===== src/hw/ssi_pkg.sv =====
// Constants, types and helpers for the supply status indicator
// Summary of operation
// Green, red, yellow indicators encode supply state
// Contacts and indicators share one state selection
// Priority rises init/ready, first warning, second warning, fault
// Higher priority condition displaces display immediately
// Lower state only after four seconds shown
// Init flashes green; ready steady green
// Rectifier, resistor overload or phase loss: first warning
// First warning: yellow single flash, first contact opens
// Power failure: second warning, double flash, second opens
// Fault: green, yellow off, ready contact open
// Red flash count names the fault cause
// Overloaded resistor: 5 s, then cool first
// Flash timing from clock-derived counts with pause
package ssi_pkg;
	localparam int unsigned CLK_PERIOD_NS = 5;
	localparam int unsigned TICK_PERIOD_US = 1000;
	localparam int unsigned TICK_CYCLES_DEF = (TICK_PERIOD_US * 1000) / CLK_PERIOD_NS;
	// Millisecond times, converted to whole ticks (least times round up)
	localparam int unsigned HOLD_MS = 4000;
	localparam int unsigned CHOP_GRACE_MS = 5000;
	localparam int unsigned FLASH_HALF_MS = 500;
	localparam int unsigned PULSE_ON_MS = 200;
	localparam int unsigned PULSE_OFF_MS = 200;
	localparam int unsigned GROUP_PAUSE_MS = 1000;
	localparam int unsigned HOLD_TICKS_DEF = (HOLD_MS * 1000 + TICK_PERIOD_US - 1) / TICK_PERIOD_US;
	localparam int unsigned CHOP_TICKS_DEF =
		(CHOP_GRACE_MS * 1000 + TICK_PERIOD_US - 1) / TICK_PERIOD_US;
	localparam int TW = 16;
	localparam logic [TW-1:0] FLASH_HALF_TICKS =
		TW'((FLASH_HALF_MS * 1000 + TICK_PERIOD_US - 1) / TICK_PERIOD_US);
	localparam logic [TW-1:0] PULSE_ON_TICKS =
		TW'((PULSE_ON_MS * 1000 + TICK_PERIOD_US - 1) / TICK_PERIOD_US);
	localparam logic [TW-1:0] PULSE_OFF_TICKS =
		TW'((PULSE_OFF_MS * 1000 + TICK_PERIOD_US - 1) / TICK_PERIOD_US);
	localparam logic [TW-1:0] GROUP_PAUSE_TICKS =
		TW'((GROUP_PAUSE_MS * 1000 + TICK_PERIOD_US - 1) / TICK_PERIOD_US);
	// Flash counts per state and fault cause
	localparam logic [2:0] CNT_NONE = 3'h0;
	localparam logic [2:0] CNT_WARN1 = 3'h1;
	localparam logic [2:0] CNT_WARN2 = 3'h2;
	localparam logic [2:0] FLT_RECT_TEMP = 3'h1;
	localparam logic [2:0] FLT_OVERVOLT = 3'h2;
	localparam logic [2:0] FLT_CHOP_SHORT = 3'h3;
	localparam logic [2:0] FLT_GRID = 3'h4;
	localparam logic [2:0] FLT_SHORT_LINK = 3'h5;
	typedef enum logic [2:0] {
		DISP_INIT = 3'h0,
		DISP_READY = 3'h1,
		DISP_WARN1 = 3'h2,
		DISP_WARN2 = 3'h3,
		DISP_FAULT = 3'h4
	} ssi_disp_t;
	typedef enum logic [1:0] {
		BL_IDLE = 2'h0,
		BL_ON = 2'h1,
		BL_OFF = 2'h2,
		BL_PAUSE = 2'h3
	} ssi_blink_t;
	typedef enum logic [1:0] {
		CH_RUN = 2'h0,
		CH_GRACE = 2'h1,
		CH_LOCK = 2'h2
	} ssi_chop_t;
	function automatic logic [1:0] ssi_level(input ssi_disp_t s);
		case (s)
			DISP_WARN1: ssi_level = 2'h1;
			DISP_WARN2: ssi_level = 2'h2;
			DISP_FAULT: ssi_level = 2'h3;
			default: ssi_level = 2'h0;
		endcase
	endfunction
endpackage


===== src/hw/ssi_blink_gen.sv =====
// Steady flash and counted flash group pattern generator
`timescale 1ns/1ps
module ssi_blink_gen (
	input wire logic clk_sys,
	input wire logic rst,
	input wire logic tick,
	input wire logic [2:0] count,
	output logic flash,
	output logic burst
);
	import ssi_pkg::*;

	logic [TW-1:0] fl_cnt_q;
	logic [TW-1:0] fl_cnt_d;
	logic flash_q;
	logic flash_d;
	ssi_blink_t st_q;
	ssi_blink_t st_d;
	logic [TW-1:0] ph_q;
	logic [TW-1:0] ph_d;
	logic [2:0] done_q;
	logic [2:0] done_d;
	logic [2:0] cnt_q;
	logic [2:0] cnt_d;
	logic burst_q;
	logic burst_d;

	always_comb begin
		fl_cnt_d = fl_cnt_q;
		flash_d = flash_q;
		st_d = st_q;
		ph_d = ph_q;
		done_d = done_q;
		cnt_d = count;
		if (tick) begin
			if (fl_cnt_q == FLASH_HALF_TICKS - 1'b1) begin
				fl_cnt_d = '0;
				flash_d = ~flash_q;
			end else begin
				fl_cnt_d = fl_cnt_q + 1'b1;
			end
		end
		// A new count restarts the group so no mixed count is ever shown
		if (count != cnt_q) begin
			st_d = (count == CNT_NONE) ? BL_IDLE : BL_ON;
			ph_d = '0;
			done_d = 3'h0;
		end else if (tick) begin
			case (st_q)
				BL_IDLE: begin
					ph_d = '0;
				end
				BL_ON: begin
					if (ph_q == PULSE_ON_TICKS - 1'b1) begin
						ph_d = '0;
						done_d = done_q + 3'h1;
						st_d = (done_q + 3'h1 == cnt_q) ? BL_PAUSE : BL_OFF;
					end else begin
						ph_d = ph_q + 1'b1;
					end
				end
				BL_OFF: begin
					if (ph_q == PULSE_OFF_TICKS - 1'b1) begin
						ph_d = '0;
						st_d = BL_ON;
					end else begin
						ph_d = ph_q + 1'b1;
					end
				end
				BL_PAUSE: begin
					if (ph_q == GROUP_PAUSE_TICKS - 1'b1) begin
						ph_d = '0;
						done_d = 3'h0;
						st_d = BL_ON;
					end else begin
						ph_d = ph_q + 1'b1;
					end
				end
				default: begin
					st_d = BL_IDLE;
				end
			endcase
		end
		burst_d = (st_d == BL_ON);
	end

	always_ff @(posedge clk_sys) begin
		if (rst) begin
			fl_cnt_q <= '0;
			flash_q <= 1'b0;
			st_q <= BL_IDLE;
			ph_q <= '0;
			done_q <= 3'h0;
			cnt_q <= CNT_NONE;
			burst_q <= 1'b0;
		end else begin
			fl_cnt_q <= fl_cnt_d;
			flash_q <= flash_d;
			st_q <= st_d;
			ph_q <= ph_d;
			done_q <= done_d;
			cnt_q <= cnt_d;
			burst_q <= burst_d;
		end
	end

	assign flash = flash_q;
	assign burst = burst_q;
endmodule // ssi_blink_gen


===== src/hw/ssi_supply_status.sv =====
// Supply module status selection, indicator and relay contact drive
`timescale 1ns/1ps
module ssi_supply_status #(
	parameter int unsigned TICK_CYCLES = ssi_pkg::TICK_CYCLES_DEF,
	parameter int unsigned HOLD_TICKS = ssi_pkg::HOLD_TICKS_DEF,
	parameter int unsigned CHOP_TICKS = ssi_pkg::CHOP_TICKS_DEF
) (
	input wire logic clk_sys,
	input wire logic rst,
	input wire logic dc_link_charged,
	input wire logic warn_rect_overload,
	input wire logic warn_brake_res_overload,
	input wire logic warn_phase_lost,
	input wire logic warn_power_fail,
	input wire logic flt_rect_overtemp,
	input wire logic flt_overvoltage,
	input wire logic flt_chopper_short,
	input wire logic flt_grid_power,
	input wire logic flt_shorted_link,
	input wire logic brake_demand,
	input wire logic brake_res_critical,
	output logic led_green_q,
	output logic led_red_q,
	output logic led_yellow_q,
	output logic ready_contact_q,
	output logic first_level_alert_contact_q,
	output logic second_level_alert_contact_q,
	output ssi_pkg::ssi_disp_t shown_state_q,
	output logic [2:0] fault_code_q,
	output logic brake_chopper_en_q
);
	import ssi_pkg::*;

	// Millisecond enable divider
	// Free-running, so tick spacing never depends on the display
	logic [31:0] div_q;
	logic [31:0] div_d;
	logic tick_q;
	logic tick_d;

	always_comb begin
		div_d = div_q + 32'h1;
		tick_d = 1'b0;
		if (div_q >= TICK_CYCLES - 1) begin
			div_d = 32'h0;
			tick_d = 1'b1;
		end
	end

	always_ff @(posedge clk_sys) begin
		if (rst) begin
			div_q <= 32'h0;
			tick_q <= 1'b0;
		end else begin
			div_q <= div_d;
			tick_q <= tick_d;
		end
	end

	// Candidate state from the live conditions
	localparam logic [2:0] FLT_CODE [5] = '{
		FLT_RECT_TEMP,
		FLT_OVERVOLT,
		FLT_CHOP_SHORT,
		FLT_GRID,
		FLT_SHORT_LINK
	};
	ssi_disp_t cand;
	logic [2:0] cand_code;
	logic any_fault;
	logic any_warn1;
	logic [4:0] flt_vec;
	logic [4:0] flt_first;
	logic [2:0] code_acc [6];

	assign flt_vec = {flt_shorted_link, flt_grid_power, flt_chopper_short, flt_overvoltage,
		flt_rect_overtemp};
	assign code_acc[0] = CNT_NONE;

	// Several faults at once: the lowest cause number is shown
	for (genvar g = 0; g < 5; g++) begin : g_cause
		if (g == 0) begin : g_lowest
			assign flt_first[g] = flt_vec[g];
		end else begin : g_higher
			assign flt_first[g] = flt_vec[g] && (flt_vec[g-1:0] == '0);
		end
		assign code_acc[g+1] = code_acc[g] | (flt_first[g] ? FLT_CODE[g] : 3'h0);
	end

	always_comb begin
		any_fault = |flt_vec;
		any_warn1 = warn_rect_overload | warn_brake_res_overload | warn_phase_lost;
		cand_code = code_acc[5];
		if (any_fault) begin
			cand = DISP_FAULT;
		end else if (warn_power_fail) begin
			cand = DISP_WARN2;
		end else if (any_warn1) begin
			cand = DISP_WARN1;
		end else if (dc_link_charged) begin
			cand = DISP_READY;
		end else begin
			cand = DISP_INIT;
		end
	end

	// Shown state with the minimum hold before stepping down
	ssi_disp_t shown_q;
	ssi_disp_t shown_d;
	logic [2:0] code_q;
	logic [2:0] code_d;
	logic [31:0] hold_q;
	logic [31:0] hold_d;
	logic [1:0] cand_lvl;
	logic [1:0] shown_lvl;

	always_comb begin
		cand_lvl = ssi_level(cand);
		shown_lvl = ssi_level(shown_q);
		shown_d = shown_q;
		code_d = code_q;
		hold_d = hold_q;
		// Saturates one past the hold so it can never wrap
		if (tick_q && hold_q <= HOLD_TICKS) begin
			hold_d = hold_q + 32'h1;
		end
		if (cand_lvl > shown_lvl) begin
			shown_d = cand;
			code_d = cand_code;
			hold_d = 32'h0;
		end else if (cand_lvl == shown_lvl) begin
			// Same level: init/ready swap or fault cause change, no hold needed
			shown_d = cand;
			code_d = cand_code;
		// One tick beyond the hold: a first tick right after the rise cannot cut it short
		end else if (hold_q > HOLD_TICKS) begin
			shown_d = cand;
			code_d = cand_code;
			hold_d = 32'h0;
		end
	end

	always_ff @(posedge clk_sys) begin
		if (rst) begin
			shown_q <= DISP_INIT;
			code_q <= CNT_NONE;
			hold_q <= 32'h0;
		end else begin
			shown_q <= shown_d;
			code_q <= code_d;
			hold_q <= hold_d;
		end
	end

	// Pattern source shared by the yellow and red indicators
	logic [2:0] blink_count;
	logic flash;
	logic burst;

	always_comb begin
		case (shown_q)
			DISP_WARN1: blink_count = CNT_WARN1;
			DISP_WARN2: blink_count = CNT_WARN2;
			DISP_FAULT: blink_count = code_q;
			default: blink_count = CNT_NONE;
		endcase
	end

	ssi_blink_gen ssi_blink_gen_i (
		.clk_sys(clk_sys),
		.rst(rst),
		.tick(tick_q),
		.count(blink_count),
		.flash(flash),
		.burst(burst)
	);

	// Indicators and contacts, both from shown_q only; contact 1 means closed
	logic green_d;
	logic red_d;
	logic yellow_d;
	logic ready_d;
	logic alert1_d;
	logic alert2_d;
	ssi_disp_t shown_state_d;
	logic [2:0] fault_code_d;

	always_comb begin
		green_d = 1'b0;
		red_d = 1'b0;
		yellow_d = 1'b0;
		ready_d = 1'b0;
		alert1_d = 1'b1;
		alert2_d = 1'b1;
		shown_state_d = shown_q;
		// Cause code reads zero outside the fault state
		fault_code_d = CNT_NONE;
		case (shown_q)
			DISP_INIT: begin
				green_d = flash;
			end
			DISP_READY: begin
				green_d = 1'b1;
				ready_d = 1'b1;
			end
			DISP_WARN1: begin
				green_d = 1'b1;
				yellow_d = burst;
				ready_d = 1'b1;
				alert1_d = 1'b0;
			end
			DISP_WARN2: begin
				green_d = 1'b1;
				yellow_d = burst;
				ready_d = 1'b1;
				alert2_d = 1'b0;
			end
			DISP_FAULT: begin
				red_d = burst;
				fault_code_d = code_q;
			end
			default: begin
				ready_d = 1'b0;
			end
		endcase
	end

	// While held in reset everything reads as a switched-off module
	always_ff @(posedge clk_sys) begin
		if (rst) begin
			led_green_q <= 1'b0;
			led_red_q <= 1'b0;
			led_yellow_q <= 1'b0;
			ready_contact_q <= 1'b0;
			first_level_alert_contact_q <= 1'b0;
			second_level_alert_contact_q <= 1'b0;
			shown_state_q <= DISP_INIT;
			fault_code_q <= CNT_NONE;
		end else begin
			led_green_q <= green_d;
			led_red_q <= red_d;
			led_yellow_q <= yellow_d;
			ready_contact_q <= ready_d;
			first_level_alert_contact_q <= alert1_d;
			second_level_alert_contact_q <= alert2_d;
			shown_state_q <= shown_state_d;
			fault_code_q <= fault_code_d;
		end
	end

	// Brake chopper permission under resistor overload
	ssi_chop_t ch_q;
	ssi_chop_t ch_d;
	logic [31:0] grace_q;
	logic [31:0] grace_d;
	logic chop_en_d;

	always_comb begin
		ch_d = ch_q;
		grace_d = grace_q;
		case (ch_q)
			CH_RUN: begin
				grace_d = 32'h0;
				if (warn_brake_res_overload) begin
					ch_d = CH_GRACE;
				end
			end
			CH_GRACE: begin
				if (!warn_brake_res_overload) begin
					ch_d = CH_RUN;
				end else if (grace_q >= CHOP_TICKS) begin
					ch_d = CH_LOCK;
				end else if (tick_q) begin
					grace_d = grace_q + 32'h1;
				end
			end
			CH_LOCK: begin
				// Reopen only once the resistor left its critical temperature
				if (!brake_res_critical) begin
					ch_d = CH_RUN;
				end
			end
			default: begin
				ch_d = CH_RUN;
			end
		endcase
		chop_en_d = brake_demand && (ch_d != CH_LOCK);
	end

	always_ff @(posedge clk_sys) begin
		if (rst) begin
			ch_q <= CH_RUN;
			grace_q <= 32'h0;
			brake_chopper_en_q <= 1'b0;
		end else begin
			ch_q <= ch_d;
			grace_q <= grace_d;
			brake_chopper_en_q <= chop_en_d;
		end
	end
endmodule // ssi_supply_status


===== config.mk =====
export PLATFORM = sky130hd
export DESIGN_NAME = ssi_supply_status
export DESIGN_NICKNAME = d
export VERILOG_FILES = /design/src/hw/ssi_pkg.sv /design/src/hw/ssi_blink_gen.sv /design/src/hw/ssi_supply_status.sv
export SDC_FILE = /design/constraint.sdc
export NUM_CORES = 1
export LEC_CHECK = 0
export BUFFER_PORTS_ARGS = -buffer_cell sky130_fd_sc_hd__buf_2
export CORE_MARGIN = 3
export CORE_UTILIZATION = 50
export DETAILED_ROUTE_END_ITERATION = 12
export GPL_TIMING_DRIVEN = 0
export PLACE_DENSITY = 0.67
export SYNTH_ARGS = -nofsm -noshare
export SYNTH_HDL_FRONTEND = slang
export SYNTH_SLANG_ARGS = --single-unit

===== constraint.sdc =====
create_clock -name clk_sys -period 3.9 [get_ports clk_sys]
set_clock_uncertainty 0.05 [all_clocks]
set_input_delay 0.585 -clock clk_sys [delete_from_list [all_inputs] [get_ports clk_sys]]
set_output_delay 0.585 -clock clk_sys [all_outputs]
set_load 0.01 [all_outputs]

* Word-level counts from Yosys, hierarchy flattened
Cells that the tools add are included.
** Storage, ports and cells
- Output and inout bits :: 13
- Register bits :: 160
- Word-level logic and storage cells :: 147
** Cells by class
- Order comparisons :: 5
- Mux-type cells :: 50
- Reduce and logical (&&, ||, !) cells :: 28
- Equal/unequal tests :: 25
- Add/sub/neg operators :: 6
- Bitwise gates (word level) :: 10
** Operators with widths (number)
- $mux 32 :: 6
- $add 32x1->32 const B :: 3
- $pmux 32 s2 :: 1
- $mux 16 :: 3
- $pmux 16 s3 :: 1
- $mux 3 :: 11
- $add 16x1->16 const B :: 2
- $ge 32x13->1 const B :: 1
- $ge 32x18->1 const B :: 1
- $gt 32x12->1 const B :: 1
- $le 32x12->1 const B :: 1
- $mux 2 :: 13
- $pmux 2 s3 :: 4
- $eq 16x10->1 const B :: 1
- $eq 16x8->1 const B :: 1
- $eq 16x9->1 const B :: 1
- $reduce_or 2->1 :: 7
- $eq 3x2->1 const B :: 4
- $logic_not 3->1 :: 3
- $pmux 3 s3 :: 1
- $mux 1 :: 8
- $ne 2x2->1 const B :: 4
- $reduce_and 4->1 :: 2
- $eq 2x1->1 const B :: 3
- 25 further kinds :: 41

* Logic depth before layout (Yosys ltp)
Gate-level depths: netlist of the first run.
- Depth in word-level cells :: 10
- Gate-level depth with buffers :: 9
- Depth with buffers taken out :: 8

* Hierarchy
Synthesis of the first run repeated with hierarchy kept, for this count alone.
** Second synthesis, totals
- Cells, all modules :: 719
- Area total of the unflattened synthesis :: 6686.4 um^2
** Modules (own cells, without submodules)
- ssi_supply_status :: instances 1, area each 4450.5 um^2, cells an instance 463, seq. area each 2362.3 um^2
- ssi_blink_gen :: instances 1, area each 2235.9 um^2, cells an instance 256, seq. area each 840.8 um^2

* Least setup slack after synthesis of the first run
No wires, ideal clock.
- Path type :: reg-to-reg
- From :: reg grace_q[3]
- To :: reg grace_q[11]
- Buffers on the path :: 0
- Setup time :: 0.132 ns
- Cell stages (with the launch flop) :: 7
- Setup slack :: 1.300 ns
- Arrival :: 2.417 ns
- Cells stage by stage :: dfxtp_1 -> or4_1 -> a211o_1 -> a2111o_4 -> a2111oi_4 -> a21bo_2 -> a21oi_1
** Between the ends
- Cells in the longest elaborated chain, start to end :: 5
- Elaborated cells between the ends (all ways) :: 8
- Classes of those cells :: add/sub: 1; order compare: 1; eq/ne: 1; mux: 4; reduce/logical: 1
** RTL lines
- start: declaration :: RTL line ssi_supply_status.sv:254 : logic [31:0] grace_q;
- start signal: assignment :: RTL line ssi_supply_status.sv:297 : grace_q <= grace_d;
- $add 32x1->32 :: RTL line ssi_supply_status.sv:274 : grace_d = grace_q + 32'h1;
- $mux 32 :: RTL line ssi_supply_status.sv:273 : end else if (tick_q) begin
- $mux 32 :: RTL line ssi_supply_status.sv:271 : end else if (grace_q >= CHOP_TICKS) begin
- $mux 32 :: RTL line ssi_supply_status.sv:269 : if (!warn_brake_res_overload) begin
- $pmux 32 s2 :: RTL line ssi_supply_status.sv:261 : case (ch_q)
Several ways; a longest one is shown, not always the timed one. The select of a mux whose other input is x is not followed.
A chain may end at the register's enable or synchronous reset.

* Worst setup path after layout of the first run
- From :: reg grace_q[4]
- To :: reg grace_q[9]
Same word-level chain as after synthesis.

==> metrics.txt, run 1 <==
WL final=between 10000 and 15000 um; Maximum Capacitance Violations=0; Worst path slowest cell=a2111oi_4; Final nets=approximately 780; Initial Util=52.5%; Std-Cell Rows=40; RSZ-0062 raised after global routing=false; Util after Layout=roughly 60%; setup_tns=0 ns; Buf/Inv on CP=0; cts bufs inserted=17; Max Slew Vio Count=0; final hold vios=0; Die Span Y=between 100 and 150 um; Die ar.=between 10000 and 15000 um2; initial antenna violation count=0; die width=120 um; CTS Root Cell=clkbuf_16; post-detail-place hpwl=~8800 um; Overflow after GRT=0; VDD IR max=roughly 400 uV; commonest cells after routing, fill and taps aside=160 x dfxtp_1, 103 x nor2_1, 39 x and2_1; Avg Vias per Cell=around 5.2; standby leakage power=2.73 nW; Final min period=~2.8 ns; vias in the first global route=4864; number of diodes=0; hold slack=roughly 0.38 ns; status=complete, no violations; Async SR Flop Fraction=0%; io pins=27; CTS sink cnt=160; final period utilization=approximately 73%; GRT Util Overall=between 10% and 20%; iteration-0 DRC count of the detailed router=around 220; ANT nets after route=0; Critical Path Source Type=flip-flop; Primary FF master, synth=dfxtp_1; DRC=0; htree depth=4; post-CTS setup buffers=0; Post-Syn Area=roughly 6500 um2; Largest delay share family, worst path=compound AO/OA/AOI/OAI gates; CTS max path bufs=2; critical path arrival=just over 3 ns; Clock transition at path regs=around 0.06 ns; Post-synth EDFFs=0; crit path cell chain=or4_1, a211o_1, a2111o_4, a2111oi_4, a31o_2, a21oi_1; Clk Latency, worst-skew pair=between 0.4 and 0.5 ns; Core Area=~12000 um2; Power Dens Cells=462 nW/um2; CTS tree=yes; routed vias=between 4000 and 5000; Syn Inst Count=between 600 and 700; largest net degree at the start of global routing=17; Crit. End Element=flip-flop; Yosys reg bits=160; hold_buf cts=0; syn_area_per_cell=slightly above 9 um2; CP Max Fanout=8; HP Class=in -> reg; commonest non-fill, non-tap cell in the layout=dfxtp_1; Seq/Total Area, Yosys=roughly half; # port buffers=26; layout overhead on the synthesized area=15.2%; maximum clock rate=roughly 350 MHz; hold_sp=warn_brake_res_overload; endpoints failing setup=0; YS warnings=0; Avg WL per Cell=about 13 um; DRT Pass-1 Iters=4; Post-CTS Resized=0; Slowest Stage Delay on Critical Path=0.59 ns; first-pass GRT wire length=roughly 22000 um; Worst R2R Start=grace_q[4]; share of cells above drive strength 1=about a tenth; origin of the worst setup path=grace_q[4]; Slew @ Worst Pin=0.790 ns; Max-slew headroom=47.4%; Unique masters post-synth=52; critical setup path kind=reg -> reg; Worst EP required=~4.2 ns; routability cong.=0.875
-- through the flow --
stage | total power (W) | instance area (um2) | worst slack, ns | std cells
after floorplan | 0.00179 | 6510 | 1.30 | 707
after global placement | 0.00183 | 6850 | 1.09 | 901
after detailed placement | 0.00184 | 6850 | 1.07 | 901
after CTS | 0.00348 | 7450 | 1.05 | 933
after global routing | 0.00356 | 7450 | 0.701 | 933
final | 0.00344 | 7450 | 1.06 | 933
-- cells by family (layout without fill, tap and decap cells) --
| family | after synthesis | count (layout) | synth area share (%) |
|---|---|---|---|
| AOI/OAI and AO/OA | 63 | 63 | 7.43 |
| xor gates and xnor gates | 68 | 68 | 9.21 |
| adders and majority gates | 15 | 15 | 2.90 |
| buffers and inverters | 40 | 98 | 2.32 |
| DFF | 160 | 160 | 49.6 |
| muxes | 10 | 10 | 1.59 |
| other | 1 | 14 | 0.0580 |
| and+or+nand+nor | 337 | 337 | 26.9 |
-- path summary, 6_finish.rpt --
check,slack (ns),end,cells past startpoint
worst max-delay path,1.06,grace_q[9],6
worst min-delay path,0.38,ch_q[0],3
worst min register to register,0.41,hold_q[18],1
worst max register to register,1.06,grace_q[9],6
-- registers in the layout, summed over array words and instances, names as in the netlist, 2 cells and up --
| name | flops |
|---|---|
| hold_q | 32 |
| shown_state_q | 3 |
| ssi_blink_gen_i.ph_q | 16 |
| ssi_blink_gen_i.fl_cnt_q | 16 |
| grace_q | 32 |
| code_q | 3 |
| ssi_blink_gen_i.cnt_q | 3 |
| div_q | 32 |
| ssi_blink_gen_i.st_q | 2 |
| shown_q | 3 |
| ssi_blink_gen_i.done_q | 3 |
| fault_code_q | 3 |
| ch_q | 2 |
-- Yosys cell counts (3+ instances only) --
master      n  area (um2)
a211oi_1    4        30.0
a21oi_1    25         125
a31o_2      4        35.0
a31oi_1     4        25.0
and2_1     39         244
and3_1      8        50.1
clkbuf_1   21        78.8
dfxtp_1   160        3200
ha_1       15         188
inv_1      19        71.3
mux2i_1     8        80.1
nand2_1    36         135
nand2b_1   11        68.8
nand3_1    29         145
nand3b_1    4        30.0
nand4_1    15        93.8
nand4b_1    4        35.0
nor2_1    103         387
nor2b_1    10        62.6
nor3_1     31         155
nor3b_1     6        45.0
nor4_1     21         131
nor4b_1     3        26.3
o211ai_1    4        30.0
o31ai_1     3        22.5
or2_2       4        25.0
or3_1       3        18.8
or4_1       3        22.5
xnor2_1    38         333
xor2_1     30         263
-- layer usage --
metal	vias up	track usage [%]	share of wire, %
met5	-	0	0
met4	0	6.37	1.4
met3	14	5.09	3.3
li1	2490	-	-
met2	75	30.3	47
met1	2319	23.0	49
-- worst min-delay path, stage by stage --
cell	delay [ns]
buf_2	0.13
nand2_1	0.06
a21oi_1	0.03
-- power by group --
part           leakage [nW]  switching, W  total (W)  internal [W]
Combinational          1.15     0.0000831   0.000131     0.0000481
Sequential             1.30     0.0000137    0.00167       0.00166
Clock                 0.286      0.000670    0.00164      0.000971
Total                  2.73      0.000766    0.00344       0.00268
-- final cells by class --
cell class / count / area (um2)
Sequential cell: 160 / 3200
Fill cell: 1069 / 4860
Buffer: 21 / 78.8
Multi-Input combinational cell: 507 / 3160
Tap cell: 168 / 210
Inverter: 19 / 71.3
Clock inverter: 14 / 156
Clock buffer: 18 / 439
Timing Repair Buffer: 26 / 130
Power figures use the tool's default switching activity.
==> inputs of run 2 (changes only) <==
--- a/config.mk
+++ b/config.mk
@@ -5,6 +5,7 @@
 export SDC_FILE = /design/constraint.sdc
 export NUM_CORES = 1
 export LEC_CHECK = 0
+export ABC_AREA = 1
 export BUFFER_PORTS_ARGS = -buffer_cell sky130_fd_sc_hd__buf_2
 export CORE_MARGIN = 3
 export CORE_UTILIZATION = 50
==> constraint.sdc (replaced) <==
create_clock -name clk_sys -period 2.64 [get_ports clk_sys]
set_clock_uncertainty 0.05 [all_clocks]
set_input_delay 0.396 -clock clk_sys [delete_from_list [all_inputs] [get_ports clk_sys]]
set_output_delay 0.396 -clock clk_sys [all_outputs]
set_load 0.01 [all_outputs]
==> run 2 against run 1 <==
Effect of this change:
- synthesized cell count increased by 40%
- worst setup slack worse by 0.61 ns
- first-iteration DRC count rose by 33%
- clock power rose by 54%
- core utilization down 1.7 points
- maximum frequency is 30% higher
- total power rose by 59%
- via count up 20%
- sequential share of layout area shrank 3.9 points
- global-route usage is 0.21 points higher
- area after synthesis is 11% higher
- design area increased by 9.9%
==> metrics.txt, run 2 <==
status=complete, no violations; Yosys reg bits=160; Post-Syn Area=approximately 7200 um2; Seq/Total Area, Yosys=about 45%; standby leakage power=between 3 and 4 nW; DRC=0; Sw Share=about a quarter; post-synth top area cell=dfxtp_1; GRT Util Overall=between 10% and 20%; area share of the largest cell type after synthesis=~45%; Crit. End Element=flip-flop; Worst path slowest cell=dfxtp_1; Seq pwr share=around 46%; crit path cell chain=inv_2, nor2_1, nand2_1, nand2_1, inv_1, ha_1, inv_1, o21bai_1, a21oi_1, nand2_1, o21ai_0, inv_1; endpoints failing setup=0; htree depth=4; Max-slew headroom=a little under three fifths; critical path arrival=2.47 ns; Buf/Inv on CP=4; Final nets=1059; Async SR Flop Fraction=0%; Max Slew Vio Count=0; CTS max path bufs=2; Final min period=between 2 and 2.5 ns; Avg WL per Cell=~11 um; first-pass GRT wire length=between 20000 and 25000 um; Slowest Stage Delay on Critical Path=approximately 0.32 ns; Critical Path Source Type=flip-flop; WL final=13900 um; number of diodes=0; maximum clock rate=~460 MHz; final design instance area without fill=approximately 8200 um2; vias in the first global route=about 5500; CTS sink cnt=160; layout overhead on the synthesized area=14.1%; largest net degree at the start of global routing=17; final hold vios=0; Syn Inst Count=approximately 970; post-CTS setup buffers=0; die width=126 um; Top Registers=div_q x32, grace_q x32, hold_q x32; placed instance area=about 7600 um2; Unique masters post-synth=42; switching power=0.00136 W; Largest delay share family, worst path=simple AND/OR/NAND/NOR gates; Post-synth top cells=190 x nand2_1, 165 x nor2_1, 160 x dfxtp_1; # port buffers=26; commonest non-fill, non-tap cell in the layout=nand2_1; Primary FF master, synth=dfxtp_1; ANT nets after route=0; initial antenna violation count=1; Slew @ Worst Pin=0.637 ns; Util after Layout=58.8%; Die Span Y=~130 um; final cell count without fillers=1222; most instantiated library cell after synthesis=nand2_1; Overflow after GRT=0; io pins=27; routability cong.=0.910; syn_area_per_cell=7.38 um2; routed vias=around 5900; CTS Root Cell=clkbuf_16; Post-synth EDFFs=0; VDD IR max=661 uV; CTS tree=yes; placed insts=1191; share of cells above drive strength 1=a little over a tenth; internal power=slightly above 0.004 W; Clock transition at path regs=around 0.070 ns; Clk Latency, worst-skew pair=roughly 0.42 ns; setup_tns=0 ns; RSZ-0062 raised after global routing=false; commonest cells after routing, fill and taps aside=190 x nand2_1, 165 x nor2_1, 160 x dfxtp_1; largest cells by area after synthesis=dfxtp_1 45%, nand2_1 9.9%, nor2_1 8.6%; Post-CTS Resized=0; critical setup path kind=reg -> reg; clock network fraction of total power=45.9%; Maximum Capacitance Violations=0; final period utilization=between 80 and 90%; post-detail-place hpwl=around 10000 um; Core Area=around 14000 um2; Die ar.=around 16000 um2; Power Dens Cells=670 nW/um2; Initial Util=51.5%; Worst EP required=2.91 ns; iteration-0 DRC count of the detailed router=291; Std-Cell Rows=43; YS warnings=0; combinational group share of total power=between 8 and 9%; Avg Vias per Cell=around 4.8; CP Max Fanout=9; DRT Pass-1 Iters=5; hold_buf cts=0; cts bufs inserted=17; HP Class=in -> reg
run 2: cell types whose count changed after synthesis, moves of 16 or more:
cell	previous run	this run
xnor2_1	38	8
nand2_1	36	190
inv_1	19	136
clkbuf_1	21	5
a21oi_1	25	43
nor2_1	103	165
o21ai_0	2	20
nor3_2	0	18
and2_1	39	0
nand3_1	29	62
run 2: layer usage:
layer / track usage (%) / wire (um)
met2: 31.4 / 6530
met5: 0 / 13
met4: 6.81 / 161
met1: 22.8 / 6740
met3: 4.75 / 494
run 2: worst paths after layout:
kind	to	depth (start not counted)	slack (ns)	start
setup / recovery	shown_q[0]	12	0.45	shown_q[1]
hold / removal	brake_chopper_en_q	3	0.14	brake_demand
setup reg to reg	shown_q[0]	12	0.45	shown_q[1]
hold reg to reg	hold_q[15]	2	0.38	hold_q[15]
run 2: power by group through the flow:
stage	Clock, W	Sequential (W)	Combinational (W)
floorplan	0	0.00257	0.000330
global placement	0	0.00258	0.000441
detailed placement	0	0.00258	0.000446
CTS	0.00258	0.00252	0.000449
global route	0.00267	0.00253	0.000515
finish	0.00252	0.00252	0.000443
run 2: logic make-up after synthesis:
| logic type | after synthesis | share of synthesized area (%) |
|---|---|---|
| simple gates | 518 | 33.1 |
| buf+inv | 162 | 8.91 |
| flops | 160 | 44.6 |
| compound gates | 73 | 5.46 |
| xor+xnor | 43 | 5.25 |
| fa+ha+maj | 15 | 2.62 |
| other cells | 1 | 0.0523 |
run 2: stage by stage:
stage	setup slack (ns)	hold slack (ns)	power (W)
6_report	0.446	0.143	0.00548
5_1_grt	0.123	0.132	0.00571
4_1_cts	0.442	0.128	0.00555
3_5_place_dp	0.0105	0.368	0.00302
3_3_place_gp	0.0192	0.365	0.00302
2_1_floorplan	0.548	0.358	0.00290
run 2: final cells by class:
cell class / count / area (um2)
Fill cell: 1313 / 5750
Clock buffer: 17 / 425
Buffer: 18 / 96.3
Multi-Input combinational cell: 663 / 3380
Clock inverter: 14 / 180
Inverter: 144 / 543
Tap cell: 180 / 225
Sequential cell: 160 / 3200
Timing Repair Buffer: 26 / 130
run 2: worst min-delay path, delay by kind of cell:
family / cells / cell delay [ns]
AND/OR/NAND/NOR: 2 / 0.09
buffers and inverters: 1 / 0.09
